## src/core/fwsr_map.vh

```
// Constants for the flash write status host: unlock addresses, commands, status bits, timing
`ifndef FWSR_MAP_VH
`define FWSR_MAP_VH

// Clock and timing
`define FWSR_CLK_NS 20
`define FWSR_TACC_NS 90
`define FWSR_TACC_CYC ((`FWSR_TACC_NS + `FWSR_CLK_NS - 1) / `FWSR_CLK_NS)
`define FWSR_TWP_NS 35
`define FWSR_TWP_CYC ((`FWSR_TWP_NS + `FWSR_CLK_NS - 1) / `FWSR_CLK_NS)
`define FWSR_TREC_CYC 2
`define FWSR_WIN_US 50
`define FWSR_WIN_CYC ((`FWSR_WIN_US * 1000) / `FWSR_CLK_NS)

// Status bit positions on the data lines
`define FWSR_POLLING_BIT 7
`define FWSR_FIRST_TOGGLE_BIT 6
`define FWSR_TIMEOUT_FAILURE_FLAG 5
`define FWSR_ERASE_WINDOW_FLAG 3
`define FWSR_SECOND_TOGGLE_BIT 2
`define FWSR_BUFFER_ABORT_FLAG 1

// User commands
`define FWSR_CMD_RAW 3'h0
`define FWSR_CMD_PROG 3'h1
`define FWSR_CMD_SECTOR 3'h2
`define FWSR_CMD_ADD 3'h3
`define FWSR_CMD_CHIP 3'h4
`define FWSR_CMD_WAIT 3'h5
`define FWSR_CMD_POLLBUF 3'h6
`define FWSR_CMD_RESET 3'h7
// Internal sequence kind for the buffer abort recovery sequence
`define FWSR_KIND_REC 4'h8

// Results
`define FWSR_RES_OK 2'h0
`define FWSR_RES_TIMEOUT 2'h1
`define FWSR_RES_ABORT 2'h2
`define FWSR_RES_REJECT 2'h3

// Flash command words and unlock addresses
`define FWSR_ADR_UNLOCK1 21'h000555
`define FWSR_ADR_UNLOCK2 21'h0002aa
`define FWSR_DAT_UNLOCK1 16'h00aa
`define FWSR_DAT_UNLOCK2 16'h0055
`define FWSR_DAT_PROG 16'h00a0
`define FWSR_DAT_ERASE 16'h0080
`define FWSR_DAT_SECTOR 16'h0030
`define FWSR_DAT_CHIP 16'h0010
`define FWSR_DAT_RESET 16'h00f0

`endif
```

## src/core/fwsr_cycle.v

```verilog
// One read or write cycle on the flash pins, with setup, strobe and recovery phases
`timescale 1ns/1ps
module fwsr_cycle #(
    parameter AW = 21,
    parameter DW = 16,
    parameter RD_CYC = 5,
    parameter WR_CYC = 2,
    parameter REC_CYC = 2
) (
    input wire clk_i,
    input wire rst_n_i,
    input wire start_i,
    input wire wr_i,
    input wire [AW-1:0] addr_i,
    input wire [DW-1:0] data_i,
    input wire [DW-1:0] dq_i,
    output reg [AW-1:0] addr_o,
    output reg [DW-1:0] dq_o,
    output reg dq_oe_n_o,
    output reg ce_n_o,
    output reg oe_n_o,
    output reg we_n_o,
    output reg [DW-1:0] rd_data_o,
    output reg done_o
);
    localparam [3:0] RD_N = RD_CYC[3:0] - 4'h1;
    localparam [3:0] WR_N = WR_CYC[3:0] - 4'h1;
    localparam [3:0] REC_N = REC_CYC[3:0] - 4'h1;
    localparam [2:0] P_SET = 3'h1;
    localparam [2:0] P_STB = 3'h2;
    localparam [2:0] P_REC = 3'h4;

    reg busy_q;
    reg wr_q;
    reg [2:0] ph_q;
    reg [3:0] cnt_q;

    // Address settles one cycle before the strobe falls, so the device latches it cleanly
    always @(posedge clk_i or negedge rst_n_i) begin
        if (!rst_n_i) begin
            busy_q <= 1'b0;
            wr_q <= 1'b0;
            ph_q <= P_SET;
            cnt_q <= 4'h0;
            addr_o <= {AW{1'b0}};
            dq_o <= {DW{1'b0}};
            dq_oe_n_o <= 1'b1;
            ce_n_o <= 1'b1;
            oe_n_o <= 1'b1;
            we_n_o <= 1'b1;
            rd_data_o <= {DW{1'b0}};
            done_o <= 1'b0;
        end else begin
            done_o <= 1'b0;
            if (!busy_q) begin
                if (start_i) begin
                    busy_q <= 1'b1;
                    wr_q <= wr_i;
                    ph_q <= P_SET;
                    addr_o <= addr_i;
                    dq_o <= data_i;
                    dq_oe_n_o <= ~wr_i; // Low while we drive
                    ce_n_o <= 1'b0;
                end
            end else begin
                case (ph_q)
                    P_SET: begin
                        oe_n_o <= wr_q;
                        we_n_o <= ~wr_q;
                        cnt_q <= wr_q ? WR_N : RD_N;
                        ph_q <= P_STB;
                    end
                    P_STB: begin
                        if (cnt_q == 4'h0) begin
                            // Sample just before releasing the strobe, after access time
                            if (!wr_q) begin
                                rd_data_o <= dq_i;
                            end
                            oe_n_o <= 1'b1;
                            we_n_o <= 1'b1;
                            ce_n_o <= 1'b1;
                            cnt_q <= REC_N;
                            ph_q <= P_REC;
                        end else begin
                            cnt_q <= cnt_q - 4'h1;
                        end
                    end
                    P_REC: begin
                        if (cnt_q == 4'h0) begin
                            busy_q <= 1'b0;
                            dq_oe_n_o <= 1'b1;
                            done_o <= 1'b1;
                        end else begin
                            cnt_q <= cnt_q - 4'h1;
                        end
                    end
                    default: begin
                        ph_q <= P_SET;
                        busy_q <= 1'b0;
                    end
                endcase
            end
        end
    end
endmodule // fwsr_cycle

```

## src/core/fwsr_host.v

```verilog
// Host controller that issues flash command sequences and tracks write/erase status
`timescale 1ns/1ps
`include "fwsr_map.vh"

module fwsr_host #(
    parameter AW = 21,
    parameter DW = 16,
    parameter WIN_CYC = `FWSR_WIN_CYC
) (
    input wire clk_i,
    input wire rst_n_i,
    input wire cmd_valid_i,
    input wire [2:0] cmd_i,
    input wire [AW-1:0] cmd_addr_i,
    input wire [DW-1:0] cmd_data_i,
    input wire [DW-1:0] dq_i,
    input wire ready_busy_n_i,
    output wire [AW-1:0] addr_o,
    output wire [DW-1:0] dq_o,
    output wire dq_oe_n_o,
    output wire ce_n_o,
    output wire oe_n_o,
    output wire we_n_o,
    output reg busy_o,
    output reg done_o,
    output reg [1:0] result_o,
    output reg erase_window_o,
    output reg [DW-1:0] status_o,
    output reg device_ready_o
);
    localparam [7:0] S_IDLE = 8'h01;
    localparam [7:0] S_PRE = 8'h02;
    localparam [7:0] S_SEQ = 8'h04;
    localparam [7:0] S_TGL = 8'h08;
    localparam [7:0] S_DPL = 8'h10;
    localparam [7:0] S_WIN = 8'h20;
    localparam [7:0] S_POST = 8'h40;
    localparam [7:0] S_DONE = 8'h80;
    localparam [15:0] WIN_N = WIN_CYC[15:0];

    reg [7:0] st_q;
    reg [3:0] kind_q;
    reg [2:0] step_q;
    reg [AW-1:0] addr_q;
    reg [DW-1:0] data_q;
    reg pend_q;
    reg go_q;
    reg wr_q;
    reg [AW-1:0] cyc_addr_q;
    reg [DW-1:0] cyc_data_q;
    reg first_q;
    reg chk_q;
    reg acc_q;
    reg [DW-1:0] prev_q;
    reg [15:0] gap_q;
    wire [DW-1:0] rd_data;
    wire cyc_done;

    // Sequence word tables, indexed by kind and step
    function [AW-1:0] seq_addr;
        input [3:0] kind;
        input [2:0] step;
        input [AW-1:0] a;
        begin
            if (kind == {1'b0, `FWSR_CMD_RAW} || kind == {1'b0, `FWSR_CMD_ADD} ||
                kind == {1'b0, `FWSR_CMD_RESET}) begin
                seq_addr = a;
            end else if (step == 3'h1 || step == 3'h4) begin
                seq_addr = `FWSR_ADR_UNLOCK2;
            end else if ((kind == {1'b0, `FWSR_CMD_PROG} && step == 3'h3) ||
                         (kind == {1'b0, `FWSR_CMD_SECTOR} && step == 3'h5)) begin
                seq_addr = a;
            end else begin
                seq_addr = `FWSR_ADR_UNLOCK1;
            end
        end
    endfunction

    function [DW-1:0] seq_data;
        input [3:0] kind;
        input [2:0] step;
        input [DW-1:0] d;
        begin
            case (step)
                3'h0: seq_data = (kind == {1'b0, `FWSR_CMD_RAW}) ? d :
                                 (kind == {1'b0, `FWSR_CMD_ADD}) ? `FWSR_DAT_SECTOR :
                                 (kind == {1'b0, `FWSR_CMD_RESET}) ? `FWSR_DAT_RESET :
                                 `FWSR_DAT_UNLOCK1;
                3'h1: seq_data = `FWSR_DAT_UNLOCK2;
                3'h2: seq_data = (kind == {1'b0, `FWSR_CMD_PROG}) ? `FWSR_DAT_PROG :
                                 (kind == `FWSR_KIND_REC) ? `FWSR_DAT_RESET :
                                 `FWSR_DAT_ERASE;
                3'h3: seq_data = (kind == {1'b0, `FWSR_CMD_PROG}) ? d : `FWSR_DAT_UNLOCK1;
                3'h4: seq_data = `FWSR_DAT_UNLOCK2;
                default: seq_data = (kind == {1'b0, `FWSR_CMD_CHIP}) ? `FWSR_DAT_CHIP :
                                    `FWSR_DAT_SECTOR;
            endcase
        end
    endfunction

    function [2:0] seq_last;
        input [3:0] kind;
        begin
            case (kind)
                {1'b0, `FWSR_CMD_PROG}: seq_last = 3'h3;
                {1'b0, `FWSR_CMD_SECTOR}: seq_last = 3'h5;
                {1'b0, `FWSR_CMD_CHIP}: seq_last = 3'h5;
                `FWSR_KIND_REC: seq_last = 3'h2;
                default: seq_last = 3'h0;
            endcase
        end
    endfunction

    fwsr_cycle #(
        .AW(AW),
        .DW(DW),
        .RD_CYC(`FWSR_TACC_CYC),
        .WR_CYC(`FWSR_TWP_CYC),
        .REC_CYC(`FWSR_TREC_CYC)
    ) u_cycle (
        .clk_i(clk_i),
        .rst_n_i(rst_n_i),
        .start_i(go_q),
        .wr_i(wr_q),
        .addr_i(cyc_addr_q),
        .data_i(cyc_data_q),
        .dq_i(dq_i),
        .addr_o(addr_o),
        .dq_o(dq_o),
        .dq_oe_n_o(dq_oe_n_o),
        .ce_n_o(ce_n_o),
        .oe_n_o(oe_n_o),
        .we_n_o(we_n_o),
        .rd_data_o(rd_data),
        .done_o(cyc_done)
    );

    // Time since the last sector erase word, saturating at the window length
    always @(posedge clk_i or negedge rst_n_i) begin
        if (!rst_n_i) begin
            gap_q <= WIN_N;
        end else if (st_q == S_SEQ && cyc_done && step_q == seq_last(kind_q) &&
                     (kind_q == {1'b0, `FWSR_CMD_SECTOR} ||
                      kind_q == {1'b0, `FWSR_CMD_ADD})) begin
            gap_q <= 16'h0000;
        end else if (gap_q != WIN_N) begin
            gap_q <= gap_q + 16'h0001;
        end
    end

    // Main sequencer; every state except S_IDLE and S_DONE launches one bus cycle and acts on its completion
    always @(posedge clk_i or negedge rst_n_i) begin
        if (!rst_n_i) begin
            st_q <= S_IDLE;
            kind_q <= 4'h0;
            step_q <= 3'h0;
            addr_q <= {AW{1'b0}};
            data_q <= {DW{1'b0}};
            pend_q <= 1'b0;
            go_q <= 1'b0;
            wr_q <= 1'b0;
            cyc_addr_q <= {AW{1'b0}};
            cyc_data_q <= {DW{1'b0}};
            first_q <= 1'b1;
            chk_q <= 1'b0;
            acc_q <= 1'b0;
            prev_q <= {DW{1'b0}};
            busy_o <= 1'b0;
            done_o <= 1'b0;
            result_o <= `FWSR_RES_OK;
            erase_window_o <= 1'b0;
            status_o <= {DW{1'b0}};
            device_ready_o <= 1'b0;
        end else begin
            go_q <= 1'b0;
            done_o <= 1'b0;
            device_ready_o <= ready_busy_n_i;
            if (cyc_done) begin
                pend_q <= 1'b0;
            end
            if (!pend_q && st_q != S_IDLE && st_q != S_DONE) begin
                go_q <= 1'b1;
                pend_q <= 1'b1;
                wr_q <= (st_q == S_SEQ);
                // Status reads go to the command address: the sector or last loaded word
                cyc_addr_q <= (st_q == S_SEQ) ? seq_addr(kind_q, step_q, addr_q) :
                              addr_q;
                cyc_data_q <= seq_data(kind_q, step_q, data_q);
            end
            if (cyc_done && st_q != S_SEQ) begin
                status_o <= rd_data;
            end
            case (st_q)
                S_IDLE: begin
                    if (cmd_valid_i) begin
                        busy_o <= 1'b1;
                        kind_q <= {1'b0, cmd_i};
                        addr_q <= cmd_addr_i;
                        data_q <= cmd_data_i;
                        step_q <= 3'h0;
                        first_q <= 1'b1;
                        chk_q <= 1'b0;
                        acc_q <= (cmd_i == `FWSR_CMD_SECTOR);
                        result_o <= `FWSR_RES_OK;
                        if (cmd_i == `FWSR_CMD_WAIT) begin
                            st_q <= S_TGL;
                        end else if (cmd_i == `FWSR_CMD_POLLBUF) begin
                            st_q <= S_DPL;
                        end else if (cmd_i == `FWSR_CMD_ADD && gap_q == WIN_N) begin
                            st_q <= S_PRE;
                        end else begin
                            st_q <= S_SEQ; // Close spacing skips the flag
                        end
                    end
                end
                S_PRE: begin
                    if (cyc_done) begin
                        erase_window_o <= rd_data[`FWSR_ERASE_WINDOW_FLAG];
                        if (rd_data[`FWSR_ERASE_WINDOW_FLAG]) begin
                            result_o <= `FWSR_RES_REJECT; // Erase already running
                            st_q <= S_DONE;
                        end else begin
                            st_q <= S_SEQ;
                        end
                    end
                end
                S_SEQ: begin
                    if (cyc_done) begin
                        step_q <= step_q + 3'h1;
                        if (step_q == seq_last(kind_q)) begin
                            step_q <= 3'h0;
                            first_q <= 1'b1;
                            chk_q <= 1'b0;
                            case (kind_q)
                                {1'b0, `FWSR_CMD_PROG}: st_q <= S_DPL;
                                {1'b0, `FWSR_CMD_SECTOR}: st_q <= S_TGL;
                                {1'b0, `FWSR_CMD_CHIP}: st_q <= S_TGL;
                                {1'b0, `FWSR_CMD_ADD}: st_q <= (gap_q == WIN_N) ? S_POST :
                                                               S_DONE;
                                default: st_q <= S_DONE;
                            endcase
                        end
                    end
                end
                S_TGL: begin
                    if (cyc_done) begin
                        prev_q <= rd_data;
                        first_q <= 1'b0;
                        if (!first_q) begin
                            if (acc_q) begin
                                // Second read after the sector erase, toggle bit not compared: now look at the window
                                st_q <= S_WIN;
                            end else if (prev_q[`FWSR_FIRST_TOGGLE_BIT] ==
                                         rd_data[`FWSR_FIRST_TOGGLE_BIT]) begin
                                st_q <= S_DONE;
                            end else if (chk_q) begin
                                result_o <= `FWSR_RES_TIMEOUT;
                                kind_q <= {1'b0, `FWSR_CMD_RESET};
                                st_q <= S_SEQ;
                            end else if (rd_data[`FWSR_TIMEOUT_FAILURE_FLAG]) begin
                                // Toggle may stop just as the flag rises: check once more
                                chk_q <= 1'b1;
                                first_q <= 1'b1;
                            end
                        end
                    end
                end
                S_DPL: begin
                    if (cyc_done) begin
                        if (rd_data[`FWSR_POLLING_BIT] == data_q[`FWSR_POLLING_BIT]) begin
                            st_q <= S_DONE;
                        end else if (chk_q) begin
                            result_o <= `FWSR_RES_TIMEOUT;
                            kind_q <= {1'b0, `FWSR_CMD_RESET};
                            st_q <= S_SEQ;
                        end else if (rd_data[`FWSR_BUFFER_ABORT_FLAG]) begin
                            result_o <= `FWSR_RES_ABORT;
                            kind_q <= `FWSR_KIND_REC;
                            st_q <= S_SEQ;
                        end else if (rd_data[`FWSR_TIMEOUT_FAILURE_FLAG]) begin
                            chk_q <= 1'b1; // Polling bit may flip with the flag
                        end
                    end
                end
                S_WIN: begin
                    if (cyc_done) begin
                        erase_window_o <= rd_data[`FWSR_ERASE_WINDOW_FLAG];
                        st_q <= S_DONE;
                    end
                end
                S_POST: begin
                    if (cyc_done) begin
                        erase_window_o <= rd_data[`FWSR_ERASE_WINDOW_FLAG];
                        if (rd_data[`FWSR_ERASE_WINDOW_FLAG]) begin
                            result_o <= `FWSR_RES_REJECT; // Added sector may be lost
                        end
                        st_q <= S_DONE;
                    end
                end
                S_DONE: begin
                    busy_o <= 1'b0;
                    done_o <= 1'b1;
                    st_q <= S_IDLE;
                end
                default: begin
                    st_q <= S_IDLE;
                end
            endcase
        end
    end
endmodule // fwsr_host

```

## config.mk

```make
export PLATFORM = sky130hd
export DESIGN_NAME = fwsr_host
export DESIGN_NICKNAME = d
export VERILOG_FILES = /design/src/core/fwsr_cycle.v /design/src/core/fwsr_host.v
export VERILOG_INCLUDE_DIRS = /design/src /design/src/core
export SDC_FILE = /design/constraint.sdc
export NUM_CORES = 1
export LEC_CHECK = 0
export BUFFER_PORTS_ARGS = -buffer_cell sky130_fd_sc_hd__buf_2
export CORE_MARGIN = 3
export CORE_UTILIZATION = 62
export CTS_CLUSTER_DIAMETER = 80
export DETAILED_ROUTE_END_ITERATION = 8
export GPL_ROUTABILITY_DRIVEN = 1
export PLACE_DENSITY_LB_ADDON = 0.25
export SLEW_MARGIN = 25
export SYNTH_ARGS = -nofsm -noshare
export SYNTH_HDL_FRONTEND = slang
export SYNTH_HIERARCHICAL = 1
export SYNTH_SLANG_ARGS = --single-unit
```

## constraint.sdc

```tcl
create_clock -name clk_i -period 3.6 [get_ports clk_i]
set_input_delay 0.54 -clock clk_i [delete_from_list [all_inputs] [get_ports clk_i]]
set_output_delay 0.54 -clock clk_i [all_outputs]
set_load 0.02 [all_outputs]
```

==> impl_results.md <==
* Setup WS pre-CTS at between 1 and 1.5 ns
* Post-Syn Area per Cell at 10.81 um^2
* Ys flop type: dfrtp_1
* Unrepaired setup endpoints after global routing: no
* CP bufs+invs at 0
* M3 GR Usage at 0.03957
* Worst path required time at ~4.0 ns
* CTS clk-pin slew, worst paths at around 0.060 ns
* Static Leak at between 5 and 6 nW
* Final-report setup violation count at 0
* CP Max Fanout at 13
* Worst Reg-to-Reg Cells at 6
* CP Data Arrival Time at 2.97 ns
* Vias/cell at 5.796
* Post-synthesis compound-gate area fraction at 0.1094
* Hold_buf cts at 0
* Crit path capture type: register
* Pwr/cell area at 900.2 mW/mm^2
* Routed Antenna Nets at 0
* Largest net degree at the start of global routing at roughly 100
* Max-cap viol count at 0
* Yosys cell types at 79
* Global route overflow at 0
* Post-synth EDFFs at 0
* CTS sink cnt at between 200 and 250
* Core box area at approximately 0.015 mm^2
* Total Routed Length at around 21,000 um
* DR iter-0 viols at about 480
* Largest family of logic cells by synthesized area: simple AND/OR/NAND/NOR gates
* Async SR Flop Fraction at 1.000
* Synth top area cells: dfrtp_1 (50%), mux2_2 (8.3%), nand2_1 (7.2%), dfstp_2 (3.3%), nor2_1 (2.6%)
* Period utilization at 0.7220
* Power after layout at between 0.009 and 0.01 W
* Rel. slew slack at 0.4477
* DRT Pass-1 Iters at 4
* Worst-margin pin slew at between 0.8 and 0.9 ns
* Num CTS Buffers at 21
* Worst-case clock skew at around 0.011 ns
* Die area at roughly 0.017 mm^2
* Die height at between 100 and 150 um
* Max Buffers Root-to-Sink at 3
* Buffers on Ports at 122
* Fin util at 0.7389
* Sum Neg Setup Slack at 0 ns
* Share of layout cells above drive strength 1 at 0.2938
* Achievable Freq at ~380 MHz
* DR vias at ~6,800
* CTS Root Cell: clkbuf_16
* Post-synthesis mux area share at 0.1083
* Post-CTS sizing at 0
* R2R Path Start: st_q[2]
* Layer with the highest usage: met2
* WL per Instance at around 18 um
* Final Max Tran Viols at 0
* Post-synth top area cell: dfrtp_1
* Adder-Cell Fraction of Synth Area at 0.01059
* Setup ws final at between 1 and 1.5 ns
* DRC viols at 0
* CTS tree: yes
* Critical path's top delay family: simple AND/OR/NAND/NOR gates
* Synthesized net count at 942
* Fin area at 0.01086 mm^2
* Final hold viol count at 0
* Sequential area share after synthesis at 0.5340
* Cells after synthesis at between 800 and 900
* Critical path's slowest cell: nor4_4
* Antenna diode count at 0
* Critical Path, Cell by Cell: nor4_4 -> nand3_2 -> o32a_1 -> o311ai_4 -> nor2_4 -> mux2_4
* Top Ports at roughly 120
* Status: complete, no violations
* Yosys warning count at 6
* CP Launch Type: register
* Peak supply drop at 0.5535 mV
* First-pass GRT wire length at approximately 34,000 um
* Total GRT Usage at 0.2510
* Crit path kind: reg2reg
* Worst min path class: in2async
* Nets at 1,048
* Crit Reg-Reg Endpoint: st_q[1]
* CP peak stage delay at approximately 0.71 ns
* H-tree Lvls at 1
* Postcts setup bufs at 0
* HPWL Detailed at 13,720 um
* Tmin final at around 2.6 ns
* R2R setup slack at ~1 ns
* Number of global-route vias before repair at roughly 6,700
* Post-Synthesis Cell Area at about 0.0094 mm^2
* Synth Area in Simple Gates at 0.1768
* Initial core utilization at 0.6427
* Dpl cell area at a little over 0.01 mm^2
* # fillers at ~1,000
* Routability Congestion at approximately 0.90
* Met2 Usage GRT at 0.4143
* Num rows at 44
* XOR/XNOR Fraction of Synth Area at 0.02318
* Share of the synthesized area in the top cell type at 0.5006
* Initial antenna violation count at 0
* Clock Latency Late Sink at about 0.5 ns
* Register bit total from synthesis at approximately 200
* Area grow syn2layout at 14.97%
* Die Width at around 130 um
* Met1 usage at 0.3564
logic make-up (layout without fill, tap and decap cells):
family / count (synthesis) / in the layout
and+or+nand+nor: 344 / 344
buffers and inverters: 68 / 188
adders and majority gates: 8 / 8
AOI/OAI and AO/OA: 141 / 141
xor gates and xnor gates: 25 / 25
muxes: 87 / 87
DFF: 201 / 201
layout make-up:
cell class / count / area (um^2) / area share
multi-input combinational: 605 / 4058 / 0.3736
inverter: 20 / 75.07 / 0.006912
clock buffer: 30 / 629.4 / 0.05794
timing repair buffer: 131 / 711.9 / 0.06555
sequential: 201 / 5045 / 0.4645
clock inverter: 7 / 112.6 / 0.01037
tap: 184 / 230.2 / 0.02120
synthesized netlist by cell type, drive strengths merged (2+ instances only):
library cell and count:
dfrtp 189, nand2 182, mux2 83, nor2 68, o21ai 41, buf 38, a21oi 22, inv 20
a22o 19, nor3 14, xor2 13, and3 12, dfstp 12, o31ai 12, xnor2 12, nand2b 11
clkbuf 10, nand3 10, ha 8, nor2b 7, nand3b 5, nand4 5, o32ai 5, or3 5
a31oi 4, and2 4, mux2i 4, nor3b 4, nor4 4, o31a 4, a211oi 3, nor4b 3
o211ai 3, a2111oi 2, a21o 2, a22oi 2, a2bb2oi 2, and4b 2, nand4b 2, o21a 2
o21bai 2, o32a 2
registers in the layout (all words and copies together), names as in the netlist, 2 cells and up:
name	count
u_cycle/addr_o	21
status_o	16
gap_q	16
kind_q	4
result_o	2
cyc_addr_q	21
addr_q	21
u_cycle/dq_o	16
step_q	3
u_cycle/rd_data_o	16
u_cycle/cnt_q	4
st_q	8
cyc_data_q	16
u_cycle/ph_q	3
data_q	16
where the power goes:
part           total [W]  switching [W]  internal [W]  leakage (nW)
clock network    0.00229       0.000862       0.00143         0.366
registers        0.00384       0.000726       0.00312          2.55
logic            0.00365        0.00209       0.00156          2.42
worst max path at each step:
stage          startpoint           to  cells after the start
6_report          st_q[2]      st_q[1]                      6
4_1_cts           st_q[2]      st_q[1]                      6
3_3_place_gp      st_q[2]      st_q[4]                      6
3_5_place_dp      st_q[2]      st_q[3]                      6
5_1_grt         kind_q[1]     gap_q[4]                      6
2_1_floorplan     st_q[7]  result_o[0]                      7
routing by layer:
metal,up-vias,share of wire,wire length (um)
met5,-,0,0
met4,0,0.015,321
met3,26,0.054,1130
met2,190,0.48,10120
met1,3403,0.45,9425
li1,3209,-,-
worst reg2reg max path: stages, from the launching register on:
cell	delay [ns]
dfrtp_1	0.50
nor4_4	0.71
nand3_2	0.27
o32a_1	0.44
o311ai_4	0.14
nor2_4	0.11
mux2_4	0.32
through the flow:
stage                     hold WS [ns]  std cells
after floorplan                 0.2444        874
after global placement          0.4574       1141
after detailed placement        0.4593       1141
after CTS                       0.1493       1178
after global routing            0.1514       1178
final                           0.1408       1178
placed cells by master (no fill, tap or decap), drive strengths merged, types with 13 or more instances in the layout:
cell type,count
mux2,83
nand2,182
a22o,19
a21oi,22
xor2,13
o21ai,41
nor3,14
buf,130
inv,20
nor2,68
clkbuf,31
dfrtp,189
(Power assumes the default switching activity.)
